`src/shared/rriu_pkg.sv`:
```
// Package for the rotate and interrupt-return unit.
// Assumes the instruction decoder presents one decoded operation at a time.
package rriu_pkg;

  // ************************************************************
  // Widths and reset values
  // ************************************************************
  localparam int          RRIU_DATA_W  = 8;
  localparam int          RRIU_PC_W    = 11;
  localparam logic [7:0]  RRIU_ACC_RST = 8'h00;
  localparam logic        RRIU_C_RST   = 1'b0;
  localparam logic        RRIU_MIE_RST = 1'b0;
  localparam logic        RRIU_MIE_ON  = 1'b1;

  // ************************************************************
  // Decoded operations
  // ************************************************************
  typedef enum logic [3:0] {
    RRIU_OP_NONE                = 4'h0,
    RRIU_OP_RETURN_FROM_INT     = 4'h1,
    RRIU_OP_ROT_LEFT_IN_PLACE   = 4'h2,
    RRIU_OP_ROT_LEFT_TO_WORK    = 4'h3,
    RRIU_OP_ROT_LEFT_C_IN_PLACE = 4'h4,
    RRIU_OP_ROT_LEFT_C_TO_WORK  = 4'h5,
    RRIU_OP_ROT_RIGHT_IN_PLACE  = 4'h6,
    RRIU_OP_ROT_RIGHT_TO_WORK   = 4'h7,
    RRIU_OP_ROT_RIGHT_C_IN_PLACE = 4'h8,
    RRIU_OP_ROT_RIGHT_C_TO_WORK = 4'h9
  } rriu_op_t;

  // ************************************************************
  // Unit states, one-hot
  // ************************************************************
  typedef enum logic [2:0] {
    RRIU_ST_IDLE = 3'b001,
    RRIU_ST_DONE = 3'b010,
    RRIU_ST_SERV = 3'b100
  } rriu_state_t;

  // ************************************************************
  // Carriers
  // ************************************************************
  typedef struct packed {
    logic                   valid;
    rriu_op_t               op;
    logic [RRIU_DATA_W-1:0] operand;
  } rriu_req_t;

  typedef struct packed {
    logic                   we;
    logic [RRIU_DATA_W-1:0] wdata;
  } rriu_mem_t;

endpackage : rriu_pkg

```
`src/logic/rriu_unit.sv`:
```
// Rotate and interrupt-return execution unit of a small 8-bit core.
// Assumes the decoder has already read the addressed data byte and
// presents it with the operation, and that the stack top is valid.
//
// Overview of operation
// - Return from interrupt loads the counter from the stack top and sets the master enable, touching no flag.
// - A request pending at that return is serviced before the main program resumes.
// - Rotate left in place writes the byte back rotated left with bit 7 into bit 0, flags kept.
// - Rotate left to work puts that rotation in the working register, memory and flags kept.
// - Rotate left through carry in place writes back the nine-bit left rotation and loads old bit 7 into carry.
// - Rotate left through carry to work puts the nine-bit rotation in the working register and updates carry, memory kept.
// - Rotate right in place writes the byte back rotated right with bit 0 into bit 7, flags kept.
// - Rotate right to work puts that rotation in the working register, memory and flags kept.
// - Rotate right through carry in place writes back the nine-bit right rotation and loads old bit 0 into carry.
`timescale 1ns/1ps
module rriu_unit
  import rriu_pkg::*;
#(
  parameter int DATA_W = RRIU_DATA_W,
  parameter int PC_W   = RRIU_PC_W
) (
  input  wire logic              i_clk,         // Core clock.
  input  wire logic              i_rstn,        // Async reset, low.
  input  wire rriu_req_t         i_req,         // Decoded request.
  input  wire logic [PC_W-1:0]   i_stack_top,   // Top stack entry.
  input  wire logic              i_irq_pending, // Interrupt waiting.
  input  wire logic              i_acc_ld,      // Other unit loads acc.
  input  wire logic [DATA_W-1:0] i_acc_val,     // Value for that load.
  input  wire logic              i_c_ld,        // Other unit loads carry.
  input  wire logic              i_c_val,       // Value for that load.
  input  wire logic              i_mie_clr,     // Clear master enable.
  output logic                   o_ready,       // Request accepted.
  output logic                   o_done,        // Result committed.
  output rriu_mem_t              o_mem,         // Write-back port.
  output logic [DATA_W-1:0]      o_acc,         // Working register.
  output logic                   o_carry,       // Carry flag.
  output logic                   o_mie,         // Master enable.
  output logic                   o_pc_ld,       // Load counter pulse.
  output logic [PC_W-1:0]        o_pc_val,      // Counter value.
  output logic                   o_irq_service  // Enter pending ISR.
);

  // ************************************************************
  // Operation decode
  // ************************************************************
  wire logic take;
  wire logic op_return_from_interrupt;
  wire logic op_left;
  wire logic op_carry;
  wire logic op_in_place;
  wire logic op_to_work;
  wire logic op_rotate;
  wire logic state_is_serv;

  assign take    = o_ready && i_req.valid;
  assign op_return_from_interrupt = (i_req.op == RRIU_OP_RETURN_FROM_INT);
  assign op_left = (i_req.op == RRIU_OP_ROT_LEFT_IN_PLACE)
                || (i_req.op == RRIU_OP_ROT_LEFT_TO_WORK)
                || (i_req.op == RRIU_OP_ROT_LEFT_C_IN_PLACE)
                || (i_req.op == RRIU_OP_ROT_LEFT_C_TO_WORK);
  assign op_carry = (i_req.op == RRIU_OP_ROT_LEFT_C_IN_PLACE)
                 || (i_req.op == RRIU_OP_ROT_LEFT_C_TO_WORK)
                 || (i_req.op == RRIU_OP_ROT_RIGHT_C_IN_PLACE)
                 || (i_req.op == RRIU_OP_ROT_RIGHT_C_TO_WORK);
  assign op_in_place = (i_req.op == RRIU_OP_ROT_LEFT_IN_PLACE)
                    || (i_req.op == RRIU_OP_ROT_LEFT_C_IN_PLACE)
                    || (i_req.op == RRIU_OP_ROT_RIGHT_IN_PLACE)
                    || (i_req.op == RRIU_OP_ROT_RIGHT_C_IN_PLACE);
  assign op_to_work = (i_req.op == RRIU_OP_ROT_LEFT_TO_WORK)
                   || (i_req.op == RRIU_OP_ROT_LEFT_C_TO_WORK)
                   || (i_req.op == RRIU_OP_ROT_RIGHT_TO_WORK)
                   || (i_req.op == RRIU_OP_ROT_RIGHT_C_TO_WORK);
  assign op_rotate = op_in_place || op_to_work;

  // ************************************************************
  // Rotation datapath
  // ************************************************************
  logic [DATA_W-1:0] acc_q;
  logic              carry_q;
  logic              mie_q;
  logic [DATA_W-1:0] rot_data;
  logic              rot_cout;

  rriu_rotator #(
    .W            (DATA_W)
  ) u_rot (
    .i_left       (op_left),
    .i_thru_carry (op_carry),
    .i_data       (i_req.operand),
    .i_cin        (carry_q),
    .o_data       (rot_data),
    .o_cout       (rot_cout)
  );

  // ************************************************************
  // Next-value selection
  // ************************************************************
  // Plain rotates keep wr_c low and leave the rotator's carry unused, so
  // the carry only moves on through-carry forms.
  wire logic              wr_mem;
  wire logic              wr_acc;
  wire logic              wr_c;
  wire logic              do_return_from_interrupt;
  logic [DATA_W-1:0]      acc_d;
  logic                   carry_d;
  logic                   mie_d;

  assign wr_mem  = take && op_in_place;
  assign wr_acc  = take && op_to_work;
  assign wr_c    = take && op_rotate && op_carry;
  assign do_return_from_interrupt = take && op_return_from_interrupt;

  // The unit's own result wins over a load from elsewhere in the
  // same cycle, since the decoder issues one instruction at a time.
  assign acc_d   = wr_acc ? rot_data
                 : (i_acc_ld ? i_acc_val : acc_q);
  assign carry_d = wr_c ? rot_cout
                 : (i_c_ld ? i_c_val : carry_q);
  // Setting the enable wins over a clear in the same cycle.
  assign mie_d   = do_return_from_interrupt ? RRIU_MIE_ON
                 : (state_is_serv || i_mie_clr) ? RRIU_MIE_RST
                 : mie_q;

  // ************************************************************
  // Control state
  // ************************************************************
  rriu_state_t state_q;
  rriu_state_t state_d;
  logic        return_from_interrupt_q;
  wire logic   state_is_idle;
  wire logic   state_is_done;

  assign state_is_idle = (state_q == RRIU_ST_IDLE);
  assign state_is_done = (state_q == RRIU_ST_DONE);
  assign state_is_serv = (state_q == RRIU_ST_SERV);

  always_comb begin
    state_d = state_q;
    case (state_q)
      RRIU_ST_IDLE: begin
        if (take) begin
          state_d = RRIU_ST_DONE;
        end
      end
      RRIU_ST_DONE: begin
        // The pending request is entered before the restored
        // address runs, so the ISR nests on the returned frame.
        if (return_from_interrupt_q && i_irq_pending && mie_q) begin
          state_d = RRIU_ST_SERV;
        end else begin
          state_d = RRIU_ST_IDLE;
        end
      end
      RRIU_ST_SERV: begin
        state_d = RRIU_ST_IDLE;
      end
      default: begin
        state_d = RRIU_ST_IDLE;
      end
    endcase
  end

  always_ff @(posedge i_clk or negedge i_rstn) begin
    if (!i_rstn) begin
      state_q <= RRIU_ST_IDLE;
      return_from_interrupt_q  <= 1'b0;
    end else begin
      state_q <= state_d;
      if (take) begin
        return_from_interrupt_q <= op_return_from_interrupt;
      end
    end
  end

  // ************************************************************
  // Architectural registers
  // ************************************************************
  always_ff @(posedge i_clk or negedge i_rstn) begin
    if (!i_rstn) begin
      acc_q   <= RRIU_ACC_RST;
      carry_q <= RRIU_C_RST;
      mie_q   <= RRIU_MIE_RST;
    end else begin
      acc_q   <= acc_d;
      carry_q <= carry_d;
      mie_q   <= mie_d;
    end
  end

  // ************************************************************
  // Memory write-back and counter load
  // ************************************************************
  logic [DATA_W-1:0] mem_wdata_q;
  logic              mem_we_q;
  logic [PC_W-1:0]   pc_val_q;
  logic              pc_ld_q;

  always_ff @(posedge i_clk or negedge i_rstn) begin
    if (!i_rstn) begin
      mem_we_q    <= 1'b0;
      mem_wdata_q <= '0;
      pc_ld_q     <= 1'b0;
      pc_val_q    <= '0;
    end else begin
      mem_we_q <= wr_mem;
      pc_ld_q  <= do_return_from_interrupt;
      if (wr_mem) begin
        mem_wdata_q <= rot_data;
      end
      if (do_return_from_interrupt) begin
        pc_val_q <= i_stack_top;
      end
    end
  end

  // ************************************************************
  // Outputs
  // ************************************************************
  assign o_ready       = state_is_idle;
  assign o_done        = state_is_done;
  // One driver for the whole carrier keeps the struct a single variable.
  assign o_mem         = '{we: mem_we_q, wdata: mem_wdata_q};
  assign o_acc         = acc_q;
  assign o_carry       = carry_q;
  assign o_mie         = mie_q;
  assign o_pc_ld       = pc_ld_q;
  assign o_pc_val      = pc_val_q;
  assign o_irq_service = state_is_serv;

endmodule : rriu_unit

```
`src/logic/rriu_rotator.sv`:
```
// One-bit rotator, left or right, with or without the carry in the loop.
// Purely combinational; the caller registers the result.
`timescale 1ns/1ps
module rriu_rotator #(
  parameter int W = 8
) (
  input  wire logic         i_left,       // Rotate toward the MSB.
  input  wire logic         i_thru_carry, // Carry joins the loop.
  input  wire logic [W-1:0] i_data,       // Operand byte.
  input  wire logic         i_cin,        // Old carry.
  output logic      [W-1:0] o_data,       // Rotated byte.
  output logic              o_cout        // New carry.
);

  // ************************************************************
  // Fill bits and shifted results
  // ************************************************************
  wire logic         fill_left;
  wire logic         fill_right;
  wire logic [W-1:0] rot_left;
  wire logic [W-1:0] rot_right;

  assign fill_left  = i_thru_carry ? i_cin : i_data[W-1];
  assign fill_right = i_thru_carry ? i_cin : i_data[0];
  assign rot_left   = {i_data[W-2:0], fill_left};
  assign rot_right  = {fill_right, i_data[W-1:1]};

  assign o_data = i_left ? rot_left : rot_right;
  // Without carry in the loop the carry passes through untouched.
  assign o_cout = !i_thru_carry ? i_cin
                : (i_left ? i_data[W-1] : i_data[0]);

endmodule : rriu_rotator

```
`config.mk`:
```
export PLATFORM = sky130hd
export DESIGN_NAME = rriu_unit
export DESIGN_NICKNAME = d
export VERILOG_FILES = /design/src/shared/rriu_pkg.sv /design/src/logic/rriu_unit.sv /design/src/logic/rriu_rotator.sv
export SDC_FILE = /design/constraint.sdc
export NUM_CORES = 1
export LEC_CHECK = 0
export ABC_AREA = 1
export BUFFER_PORTS_ARGS = -buffer_cell sky130_fd_sc_hd__buf_2
export CAP_MARGIN = 15
export CELL_PAD_IN_SITES_DETAIL_PLACEMENT = 1
export CELL_PAD_IN_SITES_GLOBAL_PLACEMENT = 2
export CORE_MARGIN = 1.5
export CORE_UTILIZATION = 26
export DETAILED_ROUTE_END_ITERATION = 8
export GPL_TIMING_DRIVEN = 0
export PLACE_DENSITY_LB_ADDON = 0.3
export SLEW_MARGIN = 10
export SYNTH_ARGS = -nofsm -noshare
export SYNTH_HDL_FRONTEND = slang
export SYNTH_HIERARCHICAL = 1
export SYNTH_SLANG_ARGS = --single-unit
```
`constraint.sdc`:
```
create_clock -name i_clk -period 1.6 [get_ports i_clk]
set_input_delay 0 -clock i_clk [delete_from_list [all_inputs] [get_ports i_clk]]
set_output_delay 0 -clock i_clk [all_outputs]
set_load 0.02 [all_outputs]
```
### Word-level counts from Yosys, hierarchy flattened

Cells that the tools add are included.

| storage, ports and cells | value |
|---|---|
| flip-flop bits (word level) | 35 |
| latch bits | 0 |
| RAM bits | 0 |
| memory bits (read-only) | 0 |
| output and inout bits | 34 |
| word-level logic and storage cells | 63 |
| memories kept | 0 |

| operators by class | value |
|---|---|
| add/subtract/negate cells | 0 |
| multipliers | 0 |
| div/mod/pow operators | 0 |
| $lt $le $gt $ge | 0 |
| equality and inequality tests | 14 |
| shifts and indexed selects | 0 |
| mux-type cells | 14 |
| bitwise logic cells | 0 |
| reductions and logical operators | 26 |

Operators by type and width:

| cell | number |
|---|---|
| $mux W8 | 3 |
| $eq A4 B3 Y1 const B | 4 |
| $logic_or A1 B1 Y1 | 14 |
| $eq A4 B2 Y1 const B | 2 |
| $eq A4 B4 Y1 const B | 2 |
| $logic_and A1 B1 Y1 | 8 |
| $mux W1 | 8 |
| $mux W3 | 2 |
| $pmux W3 S2 | 1 |
| $reduce_bool A2 Y1 | 3 |
| $eq A4 B1 Y1 const B | 1 |
| $eq A3 B1 Y1 const B | 1 |
| $eq A3 B2 Y1 const B | 1 |
| $eq A3 B3 Y1 const B | 1 |
| $ne A2 B1 Y1 const B | 1 |
| $ne A2 B2 Y1 const B | 1 |
| $reduce_and A2 Y1 | 1 |

### Depth between registers and ports, before layout

| logic depth | value |
|---|---|
| depth after elaboration | 9 |
| depth in mapped cells | 10 |
| depth with buffers taken out | 10 |

### Hierarchy

The synthesis kept the hierarchy.

Modules (own cells, without submodules):

| module | instances | cells an instance | area each (um^2) | sequential area each (um^2) |
|---|---|---|---|---|
| rriu_unit | 1 | 197 | 1,674.1 | 877.1 |
| rriu_rotator | 1 | 33 | 146.4 | 0.0 |

### Worst setup path before layout

OpenSTA, ideal clock, no wires.

| timing path | value |
|---|---|
| kind | register -> register |
| start point | register state_q[0] |
| end point | register mem_wdata_q[6] |
| arrival | 1,261 ps |
| required time | 1,482 ps |
| slack | 221 ps |
| cell stages (with the launch flop) | 9 |
| path buffers | 1 |
| clock period less this slack | 1,379 ps |
| cells stage by stage | dfstp_2 > inv_2 > nor2_4 > nand3_4 > nor2_2 > nand2_4 > buf_6 > nand2_1 > o21ai_2 |

| between the ends | value |
|---|---|
| longest elaborated chain between the ends | 3 |

Ends and longest elaborated chain:

| element | RTL line | source |
|---|---|---|
| from (decl) | rriu_unit.sv:127 | `rriu_state_t state_q;` |
| from (signal assigned) | rriu_unit.sv:168 | `state_q <= state_d;` |
| $eq A3 B1 Y1 | rriu_unit.sv:133 | `assign state_is_idle = (state_q == RRIU_ST_IDLE);` |
| $logic_and A1 B1 Y1 | rriu_unit.sv:55 | `assign take = o_ready && i_req.valid;` |
| $logic_and A1 B1 Y1 | rriu_unit.sv:108 | `assign wr_mem = take && op_in_place;` |
| to (signal assigned) | rriu_unit.sv:208 | `mem_wdata_q <= rot_data;` |
| to (decl) | rriu_unit.sv:193 | `logic [DATA_W-1:0] mem_wdata_q;` |

No other way between the ends.
A chain may end at the register's enable or synchronous reset.

### Final worst setup path

Same ends and word-level chain as after synthesis.

==> impl_metrics.yaml <==
power:
  ir_drop_mv: 0.577
  powerDensity_mw_per_mm2: 1030
  p_comb_share_pct: 32.7
  p_clk_share_pct: 24.1
  seqPwrFrac_pct: 43.2
  p_int_mw: 1.69
  p_sw_share_pct: 36.5
  p_sw_mw: 0.968
  p_leak_nw: 1.47
logic_synthesis:
  synth_cell_types: 29
  synth-seq-cells: 35
  syn_area_per_cell_sq_um: 7.92
  syn_inst: 230
  seq_area_frac_synth_pct: 48.2
  yosys_warnings: 6
  syn-cell-area_sq_mm: 0.00182
  syn_nets: 269
timing:
  period_minus_slack_ns: 1.51
  setup_viol: 0
  skew_ns: 0.00674
  fin_setup_tns_ns: 0
  finalHoldViolCount: 0
  max_freq_mhz: 664
  worst_pin_slew_ns: 0.827
  relSlewSlack_pct: 44.8
  fin_hold_ws_ns: 0.0406
  min_period_over_period_pct: 94.1
  slew_viol_final: 0
global_route:
  grt_max_degree: 36
  grt_pass1_wl_microns: 8880
  grt_pass1_vias: 1896
  track_usage_pct: 15.0
  antenna_found_initial: 0
  grt_overflow: 0
die:
  rows: 30
  ios: 73
  fp.dieArea_sq_mm: 0.00751
  initial_utilization_pct: 26.8
  core_area_sq_mm: 0.00679
  fp.dieH_microns: 86.7
  die_x_microns: 86.7
cts:
  htree_levels: 2
  cts_root_buffer: "clkbuf_8"
  clk_pin_slew_ns: 0.08
  cts_tree: "done"
  numCtsBuffers: 5
  cts.path.max_buffers: 2
  cts.sinks: 35
  clkLatencyLatePin_ns: 0.29
outcome:
  status: "completed"
final_layout:
  final_area_sq_mm: 0.00259
  diodes: 0
  nNetsFinal: 369
  final_layout_size_suffix_gt1_share_pct: 34.7
  num-fill-cells: 886
  area_delta_synth_final_pct: 42.1
setup_path:
  start_kind: "flip-flop"
  end_kind: "flip-flop"
  critPathLaunch: "state_q[0]$_DFFE_PN1P_"
  r2r-start: "state_q[0]$_DFFE_PN1P_"
  arrival_ns: 1.68
  worstPathRequired_ns: 1.78
  critical_path_class: "reg2reg"
  worst-path-max-fanout: 10
placement:
  place_area_sq_mm: 0.00230
  portBuffers: 71
  finalWeightedCongestion: 0.738
  dpl.hpwl_microns: 3790
drt:
  drtIter0Drc: 62
  via_per_inst: 4.26
  drc: 0
  wirelength_microns: 5280
  firstDrtPassIters: 3
  antenna_left: 0
  dr_total_vias: 1817
  routedWlPerCell_microns: 12.4
hold_path:
  hold_class: "in2reg"
  hold_start: "i_c_val"
job:
  max_cap_viol_count: 0
path summary, 6_finish.rpt:
kind / end / slack, ns / depth (start not counted)
setup / recovery: mem_wdata_q[6]$_DFFE_PN0P_ / 0.09 / 8
min in group asynchronous: o_pc_val[0]$_DFFE_PN0P_ / 0.36 / 2
hold reg to reg: o_pc_val[4]$_DFFE_PN0P_ / 0.48 / 2
setup reg to reg: mem_wdata_q[6]$_DFFE_PN0P_ / 0.09 / 8
max in group asynchronous: mem_wdata_q[1]$_DFFE_PN0P_ / 0.72 / 2
hold / removal: o_carry$_DFFE_PN0P_ / 0.04 / 4
critical path: stages (launching register included):
cell	delay, ns
dfstp_2	0.56
inv_2	0.04
nor2_4	0.12
nand3_4	0.11
nor2_2	0.16
nand2_4	0.11
buf_6	0.17
nand2_1	0.07
o21ai_2	0.05
repair_timing:
| item | in CTS | in global routing |
|---|---|---|
| setup buffers | 0 | 8 |
| gates resized for setup | 0 | 3 |
| endpoints found under the hold margin | 47 | 0 |
| endpoints found under the setup margin | 0 | 17 |
| hold buffers | 14 | 0 |
placed cells by master (no fill, tap or decap), types with 3 or more instances in the layout:
cell type,instances
nand2_1,90
buf_2,71
dfrtp_1,34
inv_1,27
nand3_1,24
dlygate4sd3_1,14
buf_4,9
o21ai_2,8
o21bai_1,8
o21ai_0,5
clkbuf_8,5
nor2_1,4
nand2_2,4
buf_6,4
inv_2,3
metrics by stage:
step	worst slack [ns]	cells	utilization [%]	total power [mW]
3_3_place_gp	0.0395	397	33.8	1.97
5_1_grt	-0.0106	427	38.1	2.84
3_5_place_dp	0.0310	397	33.8	1.99
6_report	0.0949	427	38.1	2.65
2_1_floorplan	0.221	230	-	1.67
4_1_cts	0.00649	419	37.1	2.68
cell type report:
type	count	area (sq um)	area share, %
clock inverter	2	12.5	0.484
clock buffer	6	72.6	2.80
inverter	32	124	4.79
multi-input combinational	157	769	29.7
tap	96	120	4.64
sequential	35	877	33.9
timing repair buffer	93	556	21.5
buffer	6	56.3	2.18
cell usage after synthesis, drive strengths merged:
master,instances,area (sq um)
dfrtp,34,851
dfstp,1,26.3
o21bai,8,60.1
mux2,1,11.3
nand3,25,138
nor3b,1,7.51
nor4,1,6.26
nand2,95,374
inv,31,119
a21oi,1,5.00
o31ai,1,7.51
clkinv,1,5.00
nor3,2,10.0
o21ai,14,100
nor2,7,43.8
clkbuf,1,3.75
nand4,1,6.26
buf,5,46.3
registers in the layout, indices dropped and copies added, names as in the netlist:
| name | cells |
|---|---|
| o_pc_ld | 1 |
| o_acc | 8 |
| o_mie | 1 |
| mem_wdata_q | 8 |
| o_carry | 1 |
| state_q | 3 |
| o_pc_val | 11 |
| mem_we_q | 1 |
| return_from_interrupt_q | 1 |
kinds of logic after synthesis:
kind of cell	count (synthesis)	synth area share (%)
multiplexers	1	0.619
buffers and inverters	38	9.55
AND/OR/NAND/NOR	132	32.2
flip-flops	35	48.2
AO/OA/AOI/OAI	24	9.48
layer usage:
metal  vias up  global-route usage, %  wire length [microns]
met1       843                   19.2                   2450
met3         5                   3.52                    280
met2        54                   25.7                   2510
li1        915                      -                      -
met5         -                      0                      0
met4         0                   3.52                     38
power groups by stage:
stage          Sequential, mW  Clock [mW]  Combinational (mW)
6_report                 1.15       0.639               0.868
5_1_grt                  1.17       0.715               0.958
4_1_cts                  1.15       0.680               0.855
3_5_place_dp             1.16           0               0.828
3_3_place_gp             1.16           0               0.813
2_1_floorplan            1.35           0               0.311
No activity file was read; power rests on OpenSTA's default activity.
